**src/hdl/priv_mode_pkg.sv**
```systemverilog
package priv_mode_pkg;

   // Width of a stack pointer word.
   localparam int SP_WIDTH = 32;
   // Operating-mode control bit positions.
   localparam int CTRL_USER_BIT = 0;
   localparam int CTRL_ALT_STACK_BIT = 1;
   localparam int CTRL_WIDTH = 2;
   // Number of low stack pointer bits forced to zero.
   localparam int SP_ALIGN_BITS = 2;
   // Reset values.
   localparam logic [1:0] CTRL_RESET = 2'h0;
   localparam logic [31:0] SP_RESET = 32'h0000_0000;

   // Combined level and mode, one-hot.
   typedef enum logic [2:0]
   {
      ST_PRIV_THREAD = 3'b001,
      ST_PRIV_HANDLER = 3'b010,
      ST_USER_THREAD = 3'b100
   } op_state_e;

endpackage : priv_mode_pkg

```
**src/hdl/privilege_mode_tracker.sv**
```systemverilog
// Summary of operation
// - Only three states: privileged handler, privileged thread, user thread.
// - Handler mode while servicing an exception, thread mode otherwise.
// - User level blocks restricted instructions, special and config registers, debug.
// - A blocked user-level access raises a fault instead of being performed.
// - Privileged level permits every access with no access fault.
// - Two separate stack pointers, main and process, are held.
// - Process stack pointer used only in user thread mode, main otherwise.
// - Control bit 0: zero privileged thread, one user thread.
// - Control bit 1 is stored but does not select the stack in any mode; cleared on exception entry, held zero in handler.
// - Low two stack pointer bits are ignored and read as zero.
module privilege_mode_tracker
(
   // Clock and reset.
   input wire logic clk,
   input wire logic reset,
   // Exception sequencing from the core.
   input wire logic exc_entry,
   input wire logic exc_return,
   // Control register write (privileged thread only).
   input wire logic ctrl_wr,
   input wire logic [priv_mode_pkg::CTRL_WIDTH-1:0] ctrl_wdata,
   // Stack pointer write to the active pointer.
   input wire logic sp_wr,
   input wire logic [priv_mode_pkg::SP_WIDTH-1:0] sp_wdata,
   // Access check request.
   input wire logic acc_req,
   input wire logic acc_restricted,
   // Status outputs.
   output logic [2:0] op_state,
   output logic privileged,
   output logic handler_mode,
   output logic [priv_mode_pkg::CTRL_WIDTH-1:0] ctrl_value,
   output logic use_process_sp,
   output logic [priv_mode_pkg::SP_WIDTH-1:0] active_sp,
   output logic [priv_mode_pkg::SP_WIDTH-1:0] main_stack_pointer,
   output logic [priv_mode_pkg::SP_WIDTH-1:0] process_stack_pointer,
   // Access result, one cycle after the request.
   output logic acc_grant,
   output logic acc_fault
);
   import priv_mode_pkg::*;

   op_state_e state_reg;
   op_state_e state_next;
   logic [CTRL_WIDTH-1:0] ctrl_reg;
   logic [CTRL_WIDTH-1:0] ctrl_next;
   logic [SP_WIDTH-1:0] msp_reg;
   logic [SP_WIDTH-1:0] psp_reg;
   logic grant_reg;
   logic fault_reg;
   logic user_now;
   logic psp_sel;
   logic [SP_WIDTH-1:0] sp_aligned;

   // Control writes take effect only from privileged thread code; user code cannot
   // raise its own level, which is why a user-level write is refused below.
   assign user_now = (state_reg == ST_USER_THREAD);
   assign sp_aligned = {sp_wdata[SP_WIDTH-1:SP_ALIGN_BITS], {SP_ALIGN_BITS{1'b0}}};

   // Next state from exception entry, return and control bit 0.
   always_comb
   begin
      state_next = state_reg;
      case (state_reg)
         ST_PRIV_THREAD:
         begin
            if (exc_entry)
               state_next = ST_PRIV_HANDLER;
            else if (ctrl_wr && ctrl_wdata[CTRL_USER_BIT])
               state_next = ST_USER_THREAD;
         end
         ST_PRIV_HANDLER:
         begin
            if (exc_return && !exc_entry)
               state_next = ctrl_reg[CTRL_USER_BIT] ? ST_USER_THREAD : ST_PRIV_THREAD;
         end
         ST_USER_THREAD:
         begin
            if (exc_entry)
               state_next = ST_PRIV_HANDLER;
         end
         default:
            state_next = ST_PRIV_THREAD;
      endcase
   end

   // State register.
   always_ff @(posedge clk)
   begin
      if (reset)
         state_reg <= ST_PRIV_THREAD;
      else
         state_reg <= state_next;
   end

   // Next control bits; bit 1 is cleared on exception entry because handler has no alternate stack.
   always_comb
   begin
      ctrl_next = ctrl_reg;
      if (exc_entry)
         ctrl_next[CTRL_ALT_STACK_BIT] = 1'b0;
      else if (ctrl_wr && state_reg == ST_PRIV_THREAD)
         ctrl_next = ctrl_wdata;
   end

   // Control register.
   always_ff @(posedge clk)
   begin
      if (reset)
         ctrl_reg <= CTRL_RESET;
      else
         ctrl_reg <= ctrl_next;
   end

   assign psp_sel = (state_next == ST_USER_THREAD);

   always_ff @(posedge clk)
   begin
      if (reset)
      begin
         msp_reg <= SP_RESET;
         psp_reg <= SP_RESET;
      end
      else if (sp_wr && !exc_entry)
      begin
         if (user_now)
            psp_reg <= sp_aligned;
         else
            msp_reg <= sp_aligned;
      end
   end

   // Access check: a restricted access at user level faults, everything else is granted.
   always_ff @(posedge clk)
   begin
      if (reset)
      begin
         grant_reg <= 1'b0;
         fault_reg <= 1'b0;
      end
      else
      begin
         grant_reg <= acc_req && !(user_now && acc_restricted);
         fault_reg <= acc_req && user_now && acc_restricted;
      end
   end

   // Registered outputs.
   always_ff @(posedge clk)
   begin
      if (reset)
      begin
         op_state <= ST_PRIV_THREAD;
         privileged <= 1'b1;
         handler_mode <= 1'b0;
         use_process_sp <= 1'b0;
      end
      else
      begin
         op_state <= state_next;
         privileged <= (state_next != ST_USER_THREAD);
         handler_mode <= (state_next == ST_PRIV_HANDLER);
         use_process_sp <= psp_sel;
      end
   end

   // Stack mirrors lag their holding registers by one cycle. The control mirror and the stack
   // selection use next-cycle values, so these outputs never disagree with the shown mode.
   always_ff @(posedge clk)
   begin
      if (reset)
      begin
         ctrl_value <= CTRL_RESET;
         main_stack_pointer <= SP_RESET;
         process_stack_pointer <= SP_RESET;
         active_sp <= SP_RESET;
      end
      else
      begin
         ctrl_value <= ctrl_next;
         main_stack_pointer <= msp_reg;
         process_stack_pointer <= psp_reg;
         active_sp <= psp_sel ? psp_reg : msp_reg;
      end
   end

   assign acc_grant = grant_reg;
   assign acc_fault = fault_reg;
endmodule : privilege_mode_tracker

```
**config.mk**
```make
export PLATFORM = sky130hd
export DESIGN_NAME = privilege_mode_tracker
export DESIGN_NICKNAME = d
export VERILOG_FILES = /design/src/hdl/priv_mode_pkg.sv /design/src/hdl/privilege_mode_tracker.sv
export SDC_FILE = /design/constraint.sdc
export NUM_CORES = 1
export LEC_CHECK = 0
export BUFFER_PORTS_ARGS = -buffer_cell sky130_fd_sc_hd__buf_4
export CAP_MARGIN = 5
export CORE_ASPECT_RATIO = 0.75
export CORE_MARGIN = 4
export CORE_UTILIZATION = 51
export DETAILED_ROUTE_END_ITERATION = 8
export PLACE_DENSITY = 0.83
export REMOVE_ABC_BUFFERS = 1
export SLEW_MARGIN = 20
export SYNTH_ARGS = -nofsm -noshare
export SYNTH_HDL_FRONTEND = slang
export SYNTH_SLANG_ARGS = --single-unit
export TNS_END_PERCENT = 100
```
**constraint.sdc**
```tcl
create_clock -name clk -period 1.75 [get_ports clk]
set_input_delay 0.175 -clock clk [delete_from_list [all_inputs] [get_ports clk]]
set_output_delay 0.175 -clock clk [all_outputs]
set_load 0.02 [all_outputs]
```
==> results of run 1 <==
-- worst paths after layout --
kind          startpoint            end  cells past startpoint
max          op_state[0]  active_sp[25]                      5
min              acc_req      acc_fault                      3
max reg2reg  op_state[0]  active_sp[25]                      5
min reg2reg  msp_reg[17]    msp_reg[17]                      2
-- area by class of cell --
cell class              count  area (sq um)
flip-flops and latches    160          3210
fillers                   692          2590
multi-input cells         315          1770
repair buffers            165          1330
clock buffers              21           470
well taps                 132           165
clock inverters            10           150
inverters                   3          11.3
-- power by group through the flow --
stage	Clock, mW	Combinational, mW	Sequential, mW
global route	4.01	0.595	3.78
floorplan	0	0.161	3.91
finish	3.80	0.549	3.78
global placement	0	0.494	3.85
CTS	3.86	0.539	3.77
detailed placement	0	0.505	3.85
-- cell families after synthesis --
family / share of synthesized area
other: 0.000737
AND/OR/NAND/NOR: 0.187
buffers and inverters: 0.0383
flip-flops: 0.629
AO/OA/AOI/OAI: 0.0745
multiplexers: 0.0703
-- per-stage QoR --
stage / setup WS (ns) / util / hold slack (ns) / TNS (ns) / std cells
detailed placement: -0.0126 / 0.648 / 0.384 / -0.0317 / 758
global route: 0.00748 / 0.733 / 0.00854 / 0 / 806
finish: 0.0789 / 0.733 / 0.0199 / 0 / 806
CTS: 0.00664 / 0.729 / 0.000504 / 0 / 805
floorplan: -0.610 / - / 0.244 / -27.88 / 477
global placement: 0.0881 / 0.648 / 0.381 / 0 / 758
-- Yosys cell counts (all sizes together) --
cell type | count | area share
and3 | 2 | 0.0025
mux2i | 2 | 0.0039
clkbuf | 20 | 0.015
nor2 | 8 | 0.0059
a211oi | 1 | 0.0015
o21ai | 3 | 0.0029
a31oi | 2 | 0.0025
nand2b | 4 | 0.0049
a32oi | 2 | 0.0049
buf | 15 | 0.021
mux2 | 30 | 0.066
nor2b | 64 | 0.079
or2 | 1 | 0.0012
nand3 | 3 | 0.0029
dfxtp | 160 | 0.63
a21oi | 61 | 0.060
a21boi | 1 | 0.0015
o22ai | 1 | 0.0012
inv | 3 | 0.0022
conb | 1 | 0.00074
nand2 | 122 | 0.090
nor3 | 1 | 0.00098
-- worst register-to-register path: cells and delay by family, from the launching register on --
family                 cells  cell delay, ns
multiplexers               1            0.36
buffers and inverters      1            0.20
flip-flops                 1            0.44
AO/OA/AOI/OAI              2            0.37
AND/OR/NAND/NOR            1            0.18
-- per-layer routing --
layer	wire length (um)	vias up	track usage
met5	0	-	0
met4	104	0	0.0885
met3	1050	13	0.0659
met2	5910	152	0.345
met1	4900	1838	0.243
li1	-	1937	-
-- repair_timing --
action,CTS,global route
setup endpoints to repair,47,61
pin swaps,0,2
endpoints found under the hold margin,20,0
gates cloned,0,1
resized for setup,2,5
buffers inserted,0,0
hold buffers,16,0
==> out/metrics.yaml, run 1 <==
mostFrequentLayoutCells: "dfxtp_1, buf_4, nand2_1"
numCtsBuffers: 17
antenna_found_initial: 0
period_share: 0.955
place_hpwl_mm: 7.79
die_h_um: 94.5
syn_inst: 507
die_w_um: 123
cp.arrival_ns: 1.97
p_switching_mw: 1.78
synth_cell_types: 27
fp-row-count: 31
intPower_mw: 6.35
clock_latency_ns: 0.42
drv_cap: 0
clockBufferDepth: 2
grt_pass1_wl_mm: 18.3
synth.yosys.seq_area_share: 0.629
portBuffers: 139
fmaxAchievable_mhz: 598
overflow: 0
cp_max_fo: 18
cp_num_buf_inv: 1
syn_avg_cell_area_sq_um: 10.0
crit_chain: "nand2b_4, o21ai_1, a32oi_4, buf_12, mux2_1"
antenna_cells: 0
critical-path-top-delay-family: "flip-flops"
clk_pin_slew_ns: 0.06
combPwrFrac: 0.068
timing.final.hold_violations: 0
wirelength_mm: 12.0
yosysWarnings: 0
core-area_sq_um: 9700
grt_pass1_vias: 3822
layout_commonest_cell: "dfxtp_1"
period_minus_slack_ns: 1.67
drv_slew: 0
cts_root_buffer: "clkbuf_16"
critPathMaxStageDelay_ns: 0.44
drive_gt1_frac: 0.283
placedInstanceArea_sq_um: 6290
crit_required_ns: 2.04
fin_nets: 704
irDropWorstVdd_mv: 0.647
num_vias: 3940
setup-violations-final: 0
htreeDepth: 4
cp-end-kind: "flip-flop"
r2r_slack_ns: 0.08
skew_ns: 0.00795
drc: 0
track_usage: 0.206
switching_share: 0.219
power_density_nw_per_um2: 1140
cts_tree: "yes"
drt-pass1-iter-count: 7
crit_type: "flip-flop to flip-flop"
rsz0062_at_grt: "no"
synth_area_sq_um: 5090
grt_max_degree: 62
vias_per_cell: 4.89
drtIter0Drc: 200
clkSinkCount: 160
start_util: 0.525
cpMaxStageDelayCell: "dfxtp_2"
wl_per_cell_um: 14.8
seq_power_share: 0.465
worstSetupStartpointType: "flip-flop"
min_path_type: "input port to flip-flop"
leakage_nw: 3.08
drtAntennaViolNets: 0
ios: 148
die_area_sq_um: 11700
slew_headroom: 0.613
place.gp.congestion: 0.835
stdcell_area_sq_um: 7110
outcome: "completed"
syn_to_final_growth_pct: 39.6
power.total_mw: 8.13
clkPwrFrac: 0.468
worstMarginPinSlew_ns: 0.579
synth-seq-cells: 160
Note: power is estimated with default switching activity, not from simulation.
==> inputs of run 2 (changes only) <==
PLACE_DENSITY = unset   (was 0.83)
PLACE_DENSITY_LB_ADDON = 0.25   (was unset)
==> run 2 against run 1 <==
Compared with the run above: flip-flop and latch count unchanged; wire length down 2.3%; via count shrank 2.7%; largest cell class unchanged; worst hold slack got worse by 0.0034 ns; count of clock-buffer cells in the layout decreased by 1; combinational power decreased by 4.0%; cell area shrank 2.9%; final cell count decreased by 1.4%; highest routed layer unchanged.
==> out/metrics.yaml, run 2 (synthesis gave the netlist of run 1 again) <==
r2r_cells: 5
irDropWorstVdd_mv: 0.750
hold_end: "msp_reg[16]"
placedInstanceArea_sq_um: 6310
cts_tree: "yes"
r2r-start: "op_state[2]"
clk_pin_slew_ns: 0.06
track_usage: 0.204
drv_slew: 0
cp_max_fo: 18
start_util: 0.525
r2r-end: "active_sp[6]"
clockBufferDepth: 2
hold_ws_ns: 0.0165
clkSinkCount: 160
combPwrFrac: 0.068
numCtsBuffers: 17
r2r_slack_ns: 0.06
drtIter0Drc: 172
drt-pass1-iter-count: 4
crit_required_ns: 2.04
antenna_found_initial: 0
p_switching_mw: 1.83
timing.final.hold_violations: 0
seq_power_share: 0.489
drv_cap: 0
fin_nets: 692
fill_cells: 733
ios: 148
hold-path-cell-count: 3
die_area_sq_um: 11700
drtAntennaViolNets: 0
core-area_sq_um: 9700
crit_type: "flip-flop to flip-flop"
wirelength_mm: 11.7
skew_ns: 0.0114
syn_to_final_growth_pct: 35.6
power.total_mw: 7.71
critPathMaxStageDelay_ns: 0.43
leakage_nw: 2.99
cp-end-kind: "flip-flop"
rsz0062_at_grt: "yes"
drive_gt1_frac: 0.288
antenna_cells: 0
htreeDepth: 4
period_share: 0.967
die_w_um: 123
portBuffers: 139
layout_commonest_cell: "dfxtp_1"
period_minus_slack_ns: 1.69
outcome: "completed"
mostFrequentLayoutCells: "dfxtp_1, buf_4, nand2_1"
fp-row-count: 31
grt_pass1_vias: 3806
final_core_util: 0.712
clkPwrFrac: 0.442
clock_latency_ns: 0.41
intPower_mw: 5.88
crit_chain: "nand2b_1, nor2_1, a32oi_4, buf_12, mux2_1"
grt_pass1_wl_mm: 18.2
overflow: 0
num_vias: 3832
cts_setup_buffers: 0
cp.arrival_ns: 1.98
hold_start: "sp_wdata[16]"
power_density_nw_per_um2: 1120
die_h_um: 94.5
worstSetupStartpointType: "flip-flop"
wl_per_cell_um: 14.7
cpMaxStageDelayCell: "dfxtp_1"
switching_share: 0.237
grt_max_degree: 73
vias_per_cell: 4.82
stdcell_area_sq_um: 6900
place_hpwl_mm: 7.92
setup-violations-final: 0
cts_root_buffer: "clkbuf_16"
cp_num_buf_inv: 1
place.gp.congestion: 0.828
drc: 0
min_path_type: "input port to flip-flop"
fmaxAchievable_mhz: 591
critical-path-top-delay-family: "flip-flops"
run 2: changes by cell type in the layout (fill, tap and decap cells not counted), moves of 2 or more:
cell | before | now
bufinv_16 | 3 | 0
dlygate4sd3_1 | 16 | 3
clkinv_2 | 0 | 2
inv_6 | 3 | 5
run 2: metal layers:
metal	global-route usage	up-vias	wire, um
met2	0.323	142	5280
li1	-	1910	-
met4	0.0737	0	116
met3	0.0934	12	1270
met1	0.246	1768	5020
met5	0	-	0
run 2: what timing repair did:
item / CTS / global route
setup endpoints to repair: 2 / 1
hold endpoints to repair: 3 / 0
pin swaps: 0 / 0
resized for setup: 1 / 1
hold buffers: 3 / 0
run 2: worst reg2reg max path: stages, from the launching register on:
cell,delay (ns)
dfxtp_1,0.43
nand2b_1,0.18
nor2_1,0.08
a32oi_4,0.31
buf_12,0.21
mux2_1,0.37
run 2: cell type report:
class	instances	area, sq um	area share
Sequential cell	160	3200	0.464
Multi-Input combinational cell	314	1740	0.252
Timing Repair Buffer	154	1230	0.178
Clock buffer	20	457	0.0662
Tap cell	132	165	0.0239
Clock inverter	12	97.6	0.0141
Inverter	3	11.3	0.00163
run 2: how the worst max path moves through the flow:
stage	startpoint	end	slack [ns]	depth (start not counted)
floorplan	op_state[2]	active_sp[2]	-0.61	4
global placement	op_state[0]	active_sp[31]	0.10	5
detailed placement	op_state[0]	active_sp[6]	0.002	5
CTS	exc_entry	psp_reg[23]	0.03	7
global route	op_state[2]	psp_reg[23]	-0.001	5
finish	op_state[2]	active_sp[6]	0.06	5
run 2: power groups by stage:
stage	Sequential (mW)	Combinational [mW]	Clock [mW]
finish	3.77	0.527	3.41
global route	3.78	0.569	3.64
CTS	3.77	0.529	3.45
global placement	3.85	0.506	0
floorplan	3.91	0.161	0
detailed placement	3.85	0.520	0
run 2: metrics by stage:
stage / worst slack (ns) / setup TNS (ns) / instances
2_1_floorplan: -0.610 / -27.88 / 477
3_3_place_gp: 0.103 / 0 / 760
3_5_place_dp: 0.00188 / 0 / 760
4_1_cts: 0.0321 / 0 / 795
5_1_grt: -0.00111 / -0.00111 / 795
6_report: 0.0580 / 0 / 795
